### src/dca_defines.svh
// Constants for the arbiter host: APB map, device map, codes, timing.
// Assumes the board decodes device addresses as listed.
`ifndef DCA_DEFINES_SVH
`define DCA_DEFINES_SVH

////////////////////////////////////////////////////////////////////////////////
// Clock and device bus timing
`define CLK_PERIOD_NS    25
`define DEV_STROBE_NS    100
`define DEV_STROBE_CYC   ((`DEV_STROBE_NS + `CLK_PERIOD_NS - 1) / `CLK_PERIOD_NS)

////////////////////////////////////////////////////////////////////////////////
// APB register offsets of this controller
`define APB_CTRL         12'h000
`define APB_SUB_CFG      12'h004
`define APB_BCAST        12'h008
`define APB_EXCL         12'h00C
`define APB_STATUS       12'h010

// Field positions
`define CTRL_START_BIT   0
`define CTRL_BCAST_BIT   1
`define SUB_XSEL_LSB     8
`define SUB_CI_LSB       16

////////////////////////////////////////////////////////////////////////////////
// Device register addresses
`define DEV_HDLC_MODE    8'h00
`define DEV_HDLC_CLK     8'h01
`define DEV_HDLC_FILL    8'h02
`define DEV_HDLC_CMD     8'h03
`define DEV_PORT_MODE    8'h10
`define DEV_PORT_BITS    8'h11
`define DEV_CM_DATA      8'h20
`define DEV_CM_ADDR      8'h21
`define DEV_CM_CMD       8'h22
`define DEV_CORE_STAT    8'h23
`define DEV_DCH_EN       8'h30
`define DEV_XSEL         8'h31
`define DEV_BCAST_GRP    8'h32
`define DEV_EXCL         8'h33
`define DEV_IRQ_STAT     8'h34
`define DEV_ARB_VIEW     8'h35

////////////////////////////////////////////////////////////////////////////////
// Device register values and codes
`define HDLC_MODE_VAL    8'h08
`define HDLC_CLK_MODE3   8'h03
`define HDLC_FILL_ONES   8'h01
`define HDLC_RX_RESET    8'h40
`define PORT_MODE_0      8'h00
`define PORT_BITS_256    8'hFF
`define CM_CMD_HI        4'h7
`define CM_CODE_EVEN     4'hA
`define CM_CODE_ODD      4'hB
`define CM_DONT_CARE     8'hFF
`define CM_BUSY_BIT      0
`define IRQ_TIMEOUT_BIT  0
`define XSEL_BCAST_BIT   7

////////////////////////////////////////////////////////////////////////////////
// Sequencer layout
`define SUB_COUNT        8
`define STEP_SUB_BASE    7'h05
`define STEP_TAIL_BASE   7'h45
`define STEP_LAST        7'h48
`define ERR_LIMIT        2'h3

`endif

### src/dca_pkg.sv
// Types for the D-channel arbiter host controller.
// Assumes dca_defines.svh supplies all numeric constants.
package dca_pkg;

	// Kind of device bus step
	typedef enum logic [1:0] {
		OP_WRITE = 2'b01,
		OP_POLL  = 2'b10
	} op_kind_t;

	// One device bus step
	typedef struct packed {
		op_kind_t    kind;
		logic [7:0]  addr;
		logic [7:0]  data;
	} op_t;

	// Main controller states
	typedef enum logic [7:0] {
		S_IDLE     = 8'b0000_0001,
		S_ISSUE    = 8'b0000_0010,
		S_WAIT     = 8'b0000_0100,
		S_RUN      = 8'b0000_1000,
		S_IRQ_STAT = 8'b0001_0000,
		S_IRQ_WHO  = 8'b0010_0000,
		S_IRQ_RRES = 8'b0100_0000,
		S_IRQ_MASK = 8'b1000_0000
	} ctl_state_t;

	// Device bus access states
	typedef enum logic [3:0] {
		A_IDLE   = 4'b0001,
		A_SETUP  = 4'b0010,
		A_STROBE = 4'b0100,
		A_HOLD   = 4'b1000
	} acc_state_t;

endpackage

### src/dca_host.sv
// Host controller: sets up the arbiter device, services its timeout.
// Assumes APB from software and an 8-bit device register bus.
//
// How it works
// - HDLC controller set clock mode 3, ones fill
// - HDLC controller kept out of automatic mode
// - Serial port mode 0, 256 bits per frame
// - Downstream codes 1010 even, 1011 odd slot
// - Even slot data: 11, C/I code, 11
// - Single destination or broadcast flag written to transmit selection
// - Subscribers send all ones as idle fill
// - Blocked code written, subscriber enabled in mask
// - On timeout reset receiver; disable frequent offenders
// - Core and HDLC set up before arbiter
//
// The APB slave port and the address map were decided locally.
`timescale 1ns/1ps
`include "dca_defines.svh"
module dca_host (
	// Clock and reset
	input  wire logic        i_clock,
	input  wire logic        i_reset_n,
	// APB slave
	input  wire logic        i_psel,
	input  wire logic        i_penable,
	input  wire logic        i_pwrite,
	input  wire logic [11:0] i_paddr,
	input  wire logic [31:0] i_pwdata,
	output logic      [31:0] o_prdata,
	output logic             o_pready,
	output logic             o_pslverr,
	// Device register bus
	output logic             o_dev_cs_n,
	output logic             o_dev_wr_n,
	output logic             o_dev_rd_n,
	output logic      [7:0]  o_dev_addr,
	output logic      [7:0]  o_dev_data_out,
	output logic             o_dev_data_oe,
	input  wire logic [7:0]  i_dev_data_in,
	// Device interrupt
	input  wire logic        i_arbiter_timeout_irq
);

	////////////////////////////////////////////////////////////////////////////////
	// Declarations
	dca_pkg::ctl_state_t state_reg;
	dca_pkg::op_t        cur_op;
	logic [6:0]          step_reg;
	logic [7:0]          cfg_mask_reg;
	logic [2:0]          cfg_xsel_reg;
	logic [3:0]          cfg_ci_reg;
	logic                cfg_bcast_reg;
	logic [7:0]          cfg_bcg_reg;
	logic [7:0]          cfg_excl_reg;
	logic [7:0]          live_mask_reg;
	logic [2:0]          who_reg;
	logic                hit_reg;
	logic [7:0]          tmo_cnt_reg;
	logic [1:0]          err_cnt_reg [`SUB_COUNT];
	logic                acc_go_reg;
	logic                acc_write_reg;
	logic [7:0]          acc_addr_reg;
	logic [7:0]          acc_wdata_reg;
	logic                acc_done;
	logic [7:0]          acc_rdata;
	logic                irq_sync;
	logic [31:0]         prdata_reg;

	////////////////////////////////////////////////////////////////////////////////
	// Step table: HDLC, port, control memory, arbiter
	function automatic dca_pkg::op_t step_op(
		input logic [6:0] idx,
		input logic [7:0] mask,
		input logic [2:0] xsel,
		input logic       bcast,
		input logic [7:0] broadcast_group_select,
		input logic [7:0] excl,
		input logic [3:0] ci
	);
		dca_pkg::op_t op;
		logic [6:0]   rel;
		logic [2:0]   sub;
		logic [7:0]   slot_even;
		logic [7:0]   slot_odd;
		op        = '{kind: dca_pkg::OP_WRITE, addr: 8'h00, data: 8'h00};
		rel       = idx - `STEP_SUB_BASE;
		sub       = rel[5:3];
		slot_even = {3'b000, sub, 2'b10};
		slot_odd  = {3'b000, sub, 2'b11};
		if (idx < `STEP_SUB_BASE) begin
			unique case (idx[2:0])
				3'h0: op = '{dca_pkg::OP_WRITE, `DEV_HDLC_MODE, `HDLC_MODE_VAL};
				3'h1: op = '{dca_pkg::OP_WRITE, `DEV_HDLC_CLK, `HDLC_CLK_MODE3};
				3'h2: op = '{dca_pkg::OP_WRITE, `DEV_HDLC_FILL, `HDLC_FILL_ONES};
				3'h3: op = '{dca_pkg::OP_WRITE, `DEV_PORT_MODE, `PORT_MODE_0};
				default: op = '{dca_pkg::OP_WRITE, `DEV_PORT_BITS, `PORT_BITS_256};
			endcase
		end else if (idx < `STEP_TAIL_BASE) begin
			unique case (rel[2:0])
				3'h0: op = '{dca_pkg::OP_WRITE, `DEV_CM_DATA, {2'b11, ci, 2'b11}};
				3'h1: op = '{dca_pkg::OP_WRITE, `DEV_CM_ADDR, slot_even};
				3'h2: op = '{dca_pkg::OP_WRITE, `DEV_CM_CMD, {`CM_CMD_HI, `CM_CODE_EVEN}};
				3'h3: op = '{dca_pkg::OP_POLL, `DEV_CORE_STAT, 8'h00};
				3'h4: op = '{dca_pkg::OP_WRITE, `DEV_CM_DATA, `CM_DONT_CARE};
				3'h5: op = '{dca_pkg::OP_WRITE, `DEV_CM_ADDR, slot_odd};
				3'h6: op = '{dca_pkg::OP_WRITE, `DEV_CM_CMD, {`CM_CMD_HI, `CM_CODE_ODD}};
				default: op = '{dca_pkg::OP_POLL, `DEV_CORE_STAT, 8'h00};
			endcase
		end else begin
			unique case (idx[1:0])
				2'h1: op = '{dca_pkg::OP_WRITE, `DEV_DCH_EN, mask};
				2'h2: op = '{dca_pkg::OP_WRITE, `DEV_XSEL, {bcast, 4'h0, xsel}};
				2'h3: op = '{dca_pkg::OP_WRITE, `DEV_BCAST_GRP, broadcast_group_select};
				default: op = '{dca_pkg::OP_WRITE, `DEV_EXCL, excl};
			endcase
		end
		return op;
	endfunction

	assign cur_op = step_op(step_reg, live_mask_reg, cfg_xsel_reg, cfg_bcast_reg,
		cfg_bcg_reg, cfg_excl_reg, cfg_ci_reg);

	////////////////////////////////////////////////////////////////////////////////
	// APB decode
	wire apb_setup  = i_psel & ~i_penable;
	wire apb_write  = i_psel & i_penable & i_pwrite;
	wire hit_ctrl   = (i_paddr == `APB_CTRL);
	wire hit_sub    = (i_paddr == `APB_SUB_CFG);
	wire hit_bcast  = (i_paddr == `APB_BCAST);
	wire hit_excl   = (i_paddr == `APB_EXCL);
	wire hit_status = (i_paddr == `APB_STATUS);
	wire mapped     = hit_ctrl | hit_sub | hit_bcast | hit_excl | hit_status;
	wire start_cmd  = apb_write & hit_ctrl & i_pwdata[`CTRL_START_BIT];
	wire busy       = ~(state_reg == dca_pkg::S_IDLE) & ~(state_reg == dca_pkg::S_RUN);
	wire running    = ~(state_reg == dca_pkg::S_IDLE) & ~(state_reg == dca_pkg::S_ISSUE)
		& ~(state_reg == dca_pkg::S_WAIT);

	// Read mux, latched in the setup cycle
	wire [31:0] rd_mux =
		hit_ctrl   ? {30'h0, cfg_bcast_reg, 1'b0} :
		hit_sub    ? {12'h000, cfg_ci_reg, 5'h00, cfg_xsel_reg, cfg_mask_reg} :
		hit_bcast  ? {24'h00_0000, cfg_bcg_reg} :
		hit_excl   ? {24'h00_0000, cfg_excl_reg} :
		hit_status ? {tmo_cnt_reg, live_mask_reg, 5'h00, who_reg, 6'h00, running, busy} :
		32'h0000_0000;

	assign o_pready  = 1'b1;
	assign o_pslverr = i_psel & i_penable & ~mapped;
	assign o_prdata  = prdata_reg;

	// Software configuration registers
	always_ff @(posedge i_clock or negedge i_reset_n) begin
		if (!i_reset_n) begin
			prdata_reg    <= 32'h0000_0000;
			cfg_bcast_reg <= 1'b0;
			cfg_mask_reg  <= 8'h00;
			cfg_xsel_reg  <= 3'h0;
			cfg_ci_reg    <= 4'h0;
			cfg_bcg_reg   <= 8'h00;
			cfg_excl_reg  <= 8'h00;
		end else begin
			if (apb_setup)
				prdata_reg <= rd_mux;
			if (apb_write & hit_ctrl)
				cfg_bcast_reg <= i_pwdata[`CTRL_BCAST_BIT];
			if (apb_write & hit_sub) begin
				cfg_mask_reg <= i_pwdata[7:0];
				cfg_xsel_reg <= i_pwdata[`SUB_XSEL_LSB +: 3];
				cfg_ci_reg   <= i_pwdata[`SUB_CI_LSB +: 4];
			end
			if (apb_write & hit_bcast)
				cfg_bcg_reg <= i_pwdata[7:0];
			if (apb_write & hit_excl)
				cfg_excl_reg <= i_pwdata[7:0];
		end
	end

	////////////////////////////////////////////////////////////////////////////////
	// Interrupt pin enters through two flip-flops
	sync2 #(.W(1)) u_irq_sync (
		.i_clock   (i_clock),
		.i_reset_n (i_reset_n),
		.i_async   (i_arbiter_timeout_irq),
		.o_sync    (irq_sync)
	);

	// Device bus access engine
	dev_access u_access (
		.i_clock        (i_clock),
		.i_reset_n      (i_reset_n),
		.i_go           (acc_go_reg),
		.i_write        (acc_write_reg),
		.i_addr         (acc_addr_reg),
		.i_wdata        (acc_wdata_reg),
		.o_done         (acc_done),
		.o_rdata        (acc_rdata),
		.o_dev_cs_n     (o_dev_cs_n),
		.o_dev_wr_n     (o_dev_wr_n),
		.o_dev_rd_n     (o_dev_rd_n),
		.o_dev_addr     (o_dev_addr),
		.o_dev_data_out (o_dev_data_out),
		.o_dev_data_oe  (o_dev_data_oe),
		.i_dev_data_in  (i_dev_data_in)
	);

	////////////////////////////////////////////////////////////////////////////////
	// Event decode for the sequencer
	wire       poll_busy   = (cur_op.kind == dca_pkg::OP_POLL) & acc_rdata[`CM_BUSY_BIT];
	wire       tmo_seen    = acc_rdata[`IRQ_TIMEOUT_BIT];
	wire [2:0] new_who     = acc_rdata[2:0];
	wire       who_evt     = (state_reg == dca_pkg::S_IRQ_WHO) & acc_done;
	wire       new_hit     = (err_cnt_reg[new_who] == `ERR_LIMIT - 2'h1);
	wire [7:0] who_bit     = 8'h01 << who_reg;

	// Main sequencer
	always_ff @(posedge i_clock or negedge i_reset_n) begin
		if (!i_reset_n) begin
			state_reg     <= dca_pkg::S_IDLE;
			step_reg      <= 7'h00;
			live_mask_reg <= 8'h00;
			who_reg       <= 3'h0;
			hit_reg       <= 1'b0;
			tmo_cnt_reg   <= 8'h00;
			acc_go_reg    <= 1'b0;
			acc_write_reg <= 1'b0;
			acc_addr_reg  <= 8'h00;
			acc_wdata_reg <= 8'h00;
		end else begin
			acc_go_reg <= 1'b0;
			unique case (state_reg)
				dca_pkg::S_IDLE, dca_pkg::S_RUN: begin
					if (start_cmd) begin
						step_reg      <= 7'h00;
						live_mask_reg <= cfg_mask_reg;
						state_reg     <= dca_pkg::S_ISSUE;
					end else if ((state_reg == dca_pkg::S_RUN) & irq_sync) begin
						acc_go_reg    <= 1'b1;
						acc_write_reg <= 1'b0;
						acc_addr_reg  <= `DEV_IRQ_STAT;
						state_reg     <= dca_pkg::S_IRQ_STAT;
					end
				end
				dca_pkg::S_ISSUE: begin
					acc_go_reg    <= 1'b1;
					acc_write_reg <= (cur_op.kind == dca_pkg::OP_WRITE);
					acc_addr_reg  <= cur_op.addr;
					acc_wdata_reg <= cur_op.data;
					state_reg     <= dca_pkg::S_WAIT;
				end
				dca_pkg::S_WAIT: begin
					if (acc_done) begin
						if (poll_busy)
							state_reg <= dca_pkg::S_ISSUE;
						else if (step_reg == `STEP_LAST)
							state_reg <= dca_pkg::S_RUN;
						else begin
							step_reg  <= step_reg + 7'h01;
							state_reg <= dca_pkg::S_ISSUE;
						end
					end
				end
				dca_pkg::S_IRQ_STAT: begin
					if (acc_done & tmo_seen) begin
						acc_go_reg    <= 1'b1;
						acc_write_reg <= 1'b0;
						acc_addr_reg  <= `DEV_ARB_VIEW;
						state_reg     <= dca_pkg::S_IRQ_WHO;
					end else if (acc_done)
						state_reg <= dca_pkg::S_RUN;
				end
				dca_pkg::S_IRQ_WHO: begin
					if (acc_done) begin
						who_reg       <= new_who;
						hit_reg       <= new_hit;
						tmo_cnt_reg   <= tmo_cnt_reg + 8'h01;
						acc_go_reg    <= 1'b1;
						acc_write_reg <= 1'b1;
						acc_addr_reg  <= `DEV_HDLC_CMD;
						acc_wdata_reg <= `HDLC_RX_RESET;
						state_reg     <= dca_pkg::S_IRQ_RRES;
					end
				end
				dca_pkg::S_IRQ_RRES: begin
					if (acc_done & hit_reg) begin
						live_mask_reg <= live_mask_reg & ~who_bit;
						acc_go_reg    <= 1'b1;
						acc_write_reg <= 1'b1;
						acc_addr_reg  <= `DEV_DCH_EN;
						acc_wdata_reg <= live_mask_reg & ~who_bit;
						state_reg     <= dca_pkg::S_IRQ_MASK;
					end else if (acc_done)
						state_reg <= dca_pkg::S_RUN;
				end
				dca_pkg::S_IRQ_MASK: begin
					if (acc_done)
						state_reg <= dca_pkg::S_RUN;
				end
			endcase
		end
	end

	////////////////////////////////////////////////////////////////////////////////
	// Per-subscriber timeout counters, cleared by start
	genvar i;
	generate
		for (i = 0; i < `SUB_COUNT; i++) begin : g_err
			always_ff @(posedge i_clock or negedge i_reset_n) begin
				if (!i_reset_n)
					err_cnt_reg[i] <= 2'h0;
				else if (start_cmd)
					err_cnt_reg[i] <= 2'h0;
				else if (who_evt & (new_who == 3'(i)) & (err_cnt_reg[i] != `ERR_LIMIT))
					err_cnt_reg[i] <= err_cnt_reg[i] + 2'h1;
			end
		end
	endgenerate

endmodule

### src/dev_access.sv
// Device bus access: one read or write per request, fixed strobe.
// Assumes the device drives read data while read strobe is low.
`timescale 1ns/1ps
`include "dca_defines.svh"
module dev_access (
	// Clock and reset
	input  wire logic       i_clock,
	input  wire logic       i_reset_n,
	// Request side
	input  wire logic       i_go,
	input  wire logic       i_write,
	input  wire logic [7:0] i_addr,
	input  wire logic [7:0] i_wdata,
	output logic            o_done,
	output logic      [7:0] o_rdata,
	// Device pins
	output logic            o_dev_cs_n,
	output logic            o_dev_wr_n,
	output logic            o_dev_rd_n,
	output logic      [7:0] o_dev_addr,
	output logic      [7:0] o_dev_data_out,
	output logic            o_dev_data_oe,
	input  wire logic [7:0] i_dev_data_in
);

	dca_pkg::acc_state_t state_reg;
	logic [3:0]          cnt_reg;
	logic                write_reg;
	logic [7:0]          rdata_reg;
	logic [7:0]          addr_reg;
	logic [7:0]          wdata_reg;
	logic [7:0]          data_sync;

	localparam logic [3:0] STROBE_LAST = 4'(`DEV_STROBE_CYC - 1);

	////////////////////////////////////////////////////////////////////////////////
	// Read data enters through two flip-flops
	sync2 #(.W(8)) u_data_sync (
		.i_clock   (i_clock),
		.i_reset_n (i_reset_n),
		.i_async   (i_dev_data_in),
		.o_sync    (data_sync)
	);

	////////////////////////////////////////////////////////////////////////////////
	// Access sequence: setup, strobe, hold
	always_ff @(posedge i_clock or negedge i_reset_n) begin
		if (!i_reset_n) begin
			state_reg <= dca_pkg::A_IDLE;
			cnt_reg   <= 4'h0;
			write_reg <= 1'b0;
			addr_reg  <= 8'h00;
			wdata_reg <= 8'h00;
			rdata_reg <= 8'h00;
		end else begin
			unique case (state_reg)
				dca_pkg::A_IDLE: begin
					if (i_go) begin
						write_reg <= i_write;
						addr_reg  <= i_addr;
						wdata_reg <= i_wdata;
						state_reg <= dca_pkg::A_SETUP;
					end
				end
				dca_pkg::A_SETUP: begin
					cnt_reg   <= 4'h0;
					state_reg <= dca_pkg::A_STROBE;
				end
				dca_pkg::A_STROBE: begin
					cnt_reg <= cnt_reg + 4'h1;
					if (cnt_reg == STROBE_LAST) begin
						rdata_reg <= data_sync;
						state_reg <= dca_pkg::A_HOLD;
					end
				end
				dca_pkg::A_HOLD: state_reg <= dca_pkg::A_IDLE;
			endcase
		end
	end

	// Pin decode from state
	wire in_cycle  = (state_reg != dca_pkg::A_IDLE);
	wire strobing  = (state_reg == dca_pkg::A_STROBE);
	assign o_dev_cs_n     = ~in_cycle;
	assign o_dev_wr_n     = ~(strobing & write_reg);
	assign o_dev_rd_n     = ~(strobing & ~write_reg);
	assign o_dev_addr     = addr_reg;
	assign o_dev_data_out = wdata_reg;
	assign o_dev_data_oe  = in_cycle & write_reg;
	assign o_done         = (state_reg == dca_pkg::A_HOLD);
	assign o_rdata        = rdata_reg;

endmodule

### src/sync2.sv
// Two flip-flop synchroniser, one per bit.
// Assumes inputs come from outside the i_clock domain.
`timescale 1ns/1ps
module sync2 #(
	parameter int W = 1
) (
	// Clock and reset
	input  wire logic         i_clock,
	input  wire logic         i_reset_n,
	// Data
	input  wire logic [W-1:0] i_async,
	output logic      [W-1:0] o_sync
);

	logic [W-1:0] meta_reg;
	logic [W-1:0] sync_reg;

	// Two stages per bit
	genvar i;
	generate
		for (i = 0; i < W; i++) begin : g_bit
			always_ff @(posedge i_clock or negedge i_reset_n) begin
				if (!i_reset_n) begin
					meta_reg[i] <= 1'b0;
					sync_reg[i] <= 1'b0;
				end else begin
					meta_reg[i] <= i_async[i];
					sync_reg[i] <= meta_reg[i];
				end
			end
		end
	endgenerate

	assign o_sync = sync_reg;

endmodule
### config.mk
export PLATFORM = sky130hd
export DESIGN_NAME = dca_host
export DESIGN_NICKNAME = d
export VERILOG_FILES = /design/src/dca_pkg.sv /design/src/dca_host.sv /design/src/dev_access.sv /design/src/sync2.sv
export VERILOG_INCLUDE_DIRS = /design/src /design/src/src
export SDC_FILE = /design/constraint.sdc
export NUM_CORES = 1
export LEC_CHECK = 0
export BUFFER_PORTS_ARGS = -buffer_cell sky130_fd_sc_hd__buf_2
export CAP_MARGIN = 20
export CORE_ASPECT_RATIO = 0.75
export CORE_MARGIN = 1
export CORE_UTILIZATION = 45
export DETAILED_ROUTE_END_ITERATION = 8
export GPL_ROUTABILITY_DRIVEN = 0
export PLACE_DENSITY = 0.73
export SYNTH_ARGS = -nofsm -noshare
export SYNTH_HDL_FRONTEND = slang
export SYNTH_HIERARCHICAL = 1
export SYNTH_SLANG_ARGS = --single-unit
### constraint.sdc
create_clock -name i_clock -period 3 [get_ports i_clock]
set_input_delay 0.3 -clock i_clock [delete_from_list [all_inputs] [get_ports i_clock]]
set_output_delay 0.3 -clock i_clock [all_outputs]
set_load 0.02 [all_outputs]
==> impl_metrics.env, run 1 <==
export IMPL_clock_root_buffer="sky130_fd_sc_hd__clkbuf_16"
export IMPL_timing_reg2reg_worst_path_depth=6
export IMPL_dr_wl_met3_um=1620
export IMPL_die_area_um2=18900
export IMPL_residual_antenna_violating_net_count_after_detailed_routing=0
export IMPL_hold_worst_slack_ns=0.112
export IMPL_worstReg2RegStart="state_reg[4]"
export IMPL_slew_viol_final=0
export IMPL_tritoncts="built"
export IMPL_min_period_over_period_pct=89.3
export IMPL_max_freq_mhz=373
export IMPL_antenna_found_initial=0
export IMPL_buffer_and_inverter_count_on_the_worst_path=0
export IMPL_first_global_vias=6128
export IMPL_max_slew_worst_pin_slew_ns=0.807
export IMPL_critPathTopFamily="simple AND/OR/NAND/NOR gates"
export IMPL_boundaryPins=112
export IMPL_critical_path_max_stage_delay_ns=0.60
export IMPL_hold_path_startpoint="i_pwdata[18]"
export IMPL_worst_hold_path_type="in -> reg"
export IMPL_initial_utilization_pct=46.3
export IMPL_vdd_drop_max_mv=0.359
export IMPL_worstPathMaxFanout=14
export IMPL_dr_pass1_iters=5
export IMPL_worstReg2RegEnd="step_reg[5]"
export IMPL_min_period_ns=2.68
export IMPL_syn_avg_cell_area_um2=10.5
export IMPL_worstSetupStartpointType="register"
export IMPL_endpoint_kind="register"
export IMPL_area_growth_pct=16.7
export IMPL_synth_warnings=6
export IMPL_highest_signal_layer="met4"
export IMPL_power_density_cell_area_nw_per_um2=534
export IMPL_hpwlAfterDp_um=15100
export IMPL_post_route_drc_count=0
export IMPL_wl_per_cell_um=18.0
export IMPL_most_common_layout_cells="sky130_fd_sc_hd__dfrtp_1 (159), sky130_fd_sc_hd__buf_2 (82), sky130_fd_sc_hd__nand2_1 (77)"
export IMPL_drt_vias_per_instance=5.79
export IMPL_rel_slew_slack_pct=46.0
export IMPL_drtIter0Drc=720
export IMPL_finalSetupViolations=0
export IMPL_outcome="completed"
export IMPL_postCtsSetupBuffers=0
export IMPL_diodes=0
export IMPL_cts_inserted_buffers=17
export IMPL_grt_setup_unrepaired="false"
export IMPL_drive_gt1_share_pct=26.2
export IMPL_cts_max_level=4
export IMPL_min_path_cells=2
export IMPL_grt_remaining_overflow=0
export IMPL_setup_total_negative_slack_ns=0
export IMPL_route_met2_wl_um=8460
export IMPL_critical_path_top_cell_by_count="sky130_fd_sc_hd__or4_4"
export IMPL_timing_reg2reg_setup_slack_ns=0.32
export IMPL_largest_reg_flops=27
export IMPL_clkSlewWorstSetupHoldPaths_ns=0.07
export IMPL_cp_arrival_ns=3.03
export IMPL_wire_length_of_the_first_global_routing_pass_um=33100
export IMPL_cts_buffer_depth=2
export IMPL_route_final_wire_length_um=20400
export IMPL_place_port_buffers=83
export IMPL_layout_commonest_cell="sky130_fd_sc_hd__dfrtp_1"
export IMPL_finalHoldViolCount=0
export IMPL_track_usage_pct=23.0
export IMPL_m1WireLength_um=10000
export IMPL_worst_clock_skew_ns=0.00686
export IMPL_total_power_w=0.00515
export IMPL_core_area_um2=17800
export IMPL_cts_sinks=161
export IMPL_cells_after_synthesis=785
export IMPL_route_vias_total=6557
export IMPL_num_nets_final=954
export IMPL_whs_endpoint="cfg_ci_reg[2]"
export IMPL_clock_latency_ns=0.43
export IMPL_grt_start_max_net_pins=72
export IMPL_syn_area_um2=8250
export IMPL_rows=42
export IMPL_criticalPathCategory="reg -> reg"
export IMPL_cpMaxStageDelayCell="sky130_fd_sc_hd__or4_4"
export IMPL_floorplan_die_height_um=119
export IMPL_die_x_um=158
export IMPL_critical_path_rt_ns=3.35
export IMPL_cp_cell_sequence="or4_4 -> or4_4 -> nand2_2 -> o211ai_4 -> or4_1 -> a21oi_1"
export IMPL_max_cap_check_violation_count=0
export IMPL_power_leakage_nw=4.41
[per-stage QoR]
step                instances  util [%]  worst slack [ns]  instance area, µm²
CTS                      1133      54.1             0.358                9640
detailed placement       1096      50.5             0.389                9000
finish                   1133      54.1             0.322                9640
floorplan                 792         -             0.440                8280
global route             1133      54.1             0.181                9640
global placement         1096      50.5             0.407                9000
[where the power goes]
group          total [W]  internal, W  switching [W]
combinational   0.000525     0.000254       0.000270
clock            0.00214      0.00120       0.000941
sequential       0.00249      0.00227       0.000215
[worst max path at each step]
| stage | from | to | slack (ns) | cells after the start |
|---|---|---|---|---|
| after floorplan | state_reg[7] | step_reg[5] | 0.44 | 9 |
| after CTS | state_reg[4] | step_reg[5] | 0.36 | 6 |
| after global routing | state_reg[4] | live_mask_reg[0] | 0.18 | 6 |
| after detailed placement | state_reg[4] | step_reg[5] | 0.39 | 6 |
| after global placement | state_reg[4] | step_reg[5] | 0.41 | 6 |
| final | state_reg[4] | step_reg[5] | 0.32 | 6 |
[area by class of cell]
| cell class | instances | area, µm² |
|---|---|---|
| fillers | 1504 | 8180 |
| clock buffers | 19 | 443 |
| repair buffers | 123 | 734 |
| clock inverters | 13 | 140 |
| flip-flops and latches | 161 | 4030 |
| inverters | 19 | 71.3 |
| multi-input cells | 556 | 3910 |
| well taps | 242 | 303 |
[repair_timing]
action | CTS | global route
gates resized for setup | 0 | 0
endpoints found under the hold margin | 69 | 0
hold buffers | 5 | 0
[routing by layer]
metal / GRT usage, % / vias to the layer above
met2: 30.6 / 258
met1: 35.9 / 3227
li1: - / 3054
met5: 0 / -
met3: 6.37 / 18
met4: 5.89 / 0
Power figures use the tool's default switching activity.
==> inputs of run 2 (changes only) <==
CORE_ASPECT_RATIO = not set   (was 0.75)
==> run 2 against run 1 <==
Global-route usage shrank 1.4 points. Hold slack lost 0.0070 ns. Die area is essentially flat. Setup slack gained 0.016 ns. Wire length shrank 3.4%. Power grew 0.33%. Critical path depth is the same. Sequential share of layout area grew 0.36 points. Critical path type unchanged. Highest routed layer unchanged.
==> impl_metrics.env, run 2 (synthesized netlist as in run 1, its figures left out) <==
export IMPL_outcome="completed"
export IMPL_cts_max_level=4
export IMPL_wl_per_cell_um=17.8
export IMPL_grt_start_max_net_pins=78
export IMPL_ctsHoldBuffers=5
export IMPL_rows=49
export IMPL_most_common_layout_cells="sky130_fd_sc_hd__dfrtp_1 (159), sky130_fd_sc_hd__buf_2 (82), sky130_fd_sc_hd__nand2_1 (77)"
export IMPL_largest_reg_flops=27
export IMPL_fillerInstances=1541
export IMPL_endpoint_kind="register"
export IMPL_die_area_um2=18900
export IMPL_min_period_over_period_pct=88.7
export IMPL_worst_clock_skew_ns=0.00873
export IMPL_power_density_cell_area_nw_per_um2=541
export IMPL_drt_vias_per_instance=5.81
export IMPL_route_final_wire_length_um=19700
export IMPL_max_slew_worst_pin_slew_ns=0.753
export IMPL_worstSetupStartpointType="register"
export IMPL_route_vias_total=6441
export IMPL_place_detailed_instances=1071
export IMPL_buffer_and_inverter_count_on_the_worst_path=0
export IMPL_post_route_drc_count=0
export IMPL_area_growth_pct=15.7
export IMPL_critPathTopFamily="simple AND/OR/NAND/NOR gates"
export IMPL_wire_length_of_the_first_global_routing_pass_um=30900
export IMPL_max_freq_mhz=376
export IMPL_power_leakage_nw=4.34
export IMPL_max_cap_check_violation_count=0
export IMPL_num_nets_final=942
export IMPL_layout_commonest_cell="sky130_fd_sc_hd__dfrtp_1"
export IMPL_clkSlewWorstSetupHoldPaths_ns=0.06
export IMPL_cts_resized=0
export IMPL_core_area_um2=18000
export IMPL_hpwlAfterDp_um=14300
export IMPL_antenna_found_initial=0
export IMPL_postCtsSetupBuffers=0
export IMPL_rel_slew_slack_pct=49.4
export IMPL_critical_path_rt_ns=3.35
export IMPL_finalSetupViolations=0
export IMPL_grt_setup_unrepaired="false"
export IMPL_die_x_um=137
export IMPL_dr_pass1_iters=5
export IMPL_grt_remaining_overflow=0
export IMPL_criticalPathCategory="reg -> reg"
export IMPL_critical_path_top_cell_by_count="sky130_fd_sc_hd__or4_4"
export IMPL_min_period_ns=2.66
export IMPL_cts_sinks=161
export IMPL_clock_root_buffer="sky130_fd_sc_hd__clkbuf_16"
export IMPL_worst_hold_path_type="in -> reg"
export IMPL_track_usage_pct=21.5
export IMPL_finalHoldViolCount=0
export IMPL_slew_viol_final=0
export IMPL_vdd_drop_max_mv=0.428
export IMPL_drive_gt1_share_pct=25.3
export IMPL_critical_path_max_stage_delay_ns=0.62
export IMPL_cts_inserted_buffers=17
export IMPL_cp_cell_sequence="or4_4 -> or4_4 -> nand2_2 -> o211ai_4 -> or4_1 -> a21oi_1"
export IMPL_setup_total_negative_slack_ns=0
export IMPL_cpMaxStageDelayCell="sky130_fd_sc_hd__or4_4"
export IMPL_boundaryPins=112
export IMPL_first_global_vias=5835
export IMPL_cts_buffer_depth=2
export IMPL_place_port_buffers=83
export IMPL_drtIter0Drc=719
export IMPL_initial_utilization_pct=45.9
export IMPL_floorplan_die_height_um=137
export IMPL_worstPathMaxFanout=14
export IMPL_layout_cells_non_filler=1108
export IMPL_tritoncts="built"
export IMPL_clock_latency_ns=0.43
export IMPL_diodes=0
export IMPL_residual_antenna_violating_net_count_after_detailed_routing=0
export IMPL_cp_arrival_ns=3.01
-- run 2: changes by cell type in the layout (fill, tap and decap cells not counted), moves of 2 or more --
cell                         previous run  this run
sky130_fd_sc_hd__clkinv_2               0         2
sky130_fd_sc_hd__inv_6                  6         3
sky130_fd_sc_hd__buf_4                 35        22
sky130_fd_sc_hd__clkinvlp_4             0         4
sky130_fd_sc_hd__clkinv_4               4         2
-- run 2: power by group --
part           switching [W]  total [W]  internal [W]  leakage, nW
registers           0.000204    0.00248       0.00227         2.10
clock network       0.000911    0.00217       0.00126        0.281
logic               0.000267   0.000520      0.000253         1.96
total                0.00138    0.00517       0.00378         4.34
-- run 2: final cells by class --
class                           instances  area, µm²  share of cell area (%)
Sequential cell                       161       4030                    42.2
Multi-Input combinational cell        556       3910                    41.0
Timing Repair Buffer                  111        657                    6.88
Clock buffer                           18        439                    4.60
Tap cell                              229        287                    3.00
Clock inverter                         14        155                    1.62
Inverter                               19       71.3                   0.747
-- run 2: through the flow --
stage | worst slack [ns] | utilization [%] | power [W] | hold WS [ns] | area (µm²)
after floorplan | 0.440 | - | 0.00285 | 0.00441 | 8280
after global placement | 0.414 | 49.6 | 0.00300 | 0.266 | 8910
after detailed placement | 0.365 | 49.6 | 0.00302 | 0.264 | 8910
after CTS | 0.331 | 53.2 | 0.00520 | 0.0906 | 9550
after global routing | 0.181 | 53.2 | 0.00537 | 0.0962 | 9550
final | 0.338 | 53.2 | 0.00517 | 0.105 | 9550
-- run 2: worst paths after layout --
kind	depth (start not counted)	startpoint	to	slack [ns]
max in group asynchronous	3	i_reset_n	cfg_bcg_reg[3]	1.78
worst max register to register	6	state_reg[7]	step_reg[5]	0.34
worst min-delay path	2	i_pwdata[8]	cfg_xsel_reg[0]	0.11
min in group asynchronous	2	i_reset_n	cfg_mask_reg[5]	0.36
worst max-delay path	6	state_reg[7]	step_reg[5]	0.34
worst min register to register	0	u_access/u_data_sync/meta_reg[2]	u_access/u_data_sync/o_sync[2]	0.35
-- run 2: layer usage --
layer	wire (µm)	vias up	track usage, %
met3	1300	34	4.27
met5	0	-	0
li1	-	3025	-
met2	8980	212	31.7
met4	331	0	8.18
met1	9080	3170	31.1
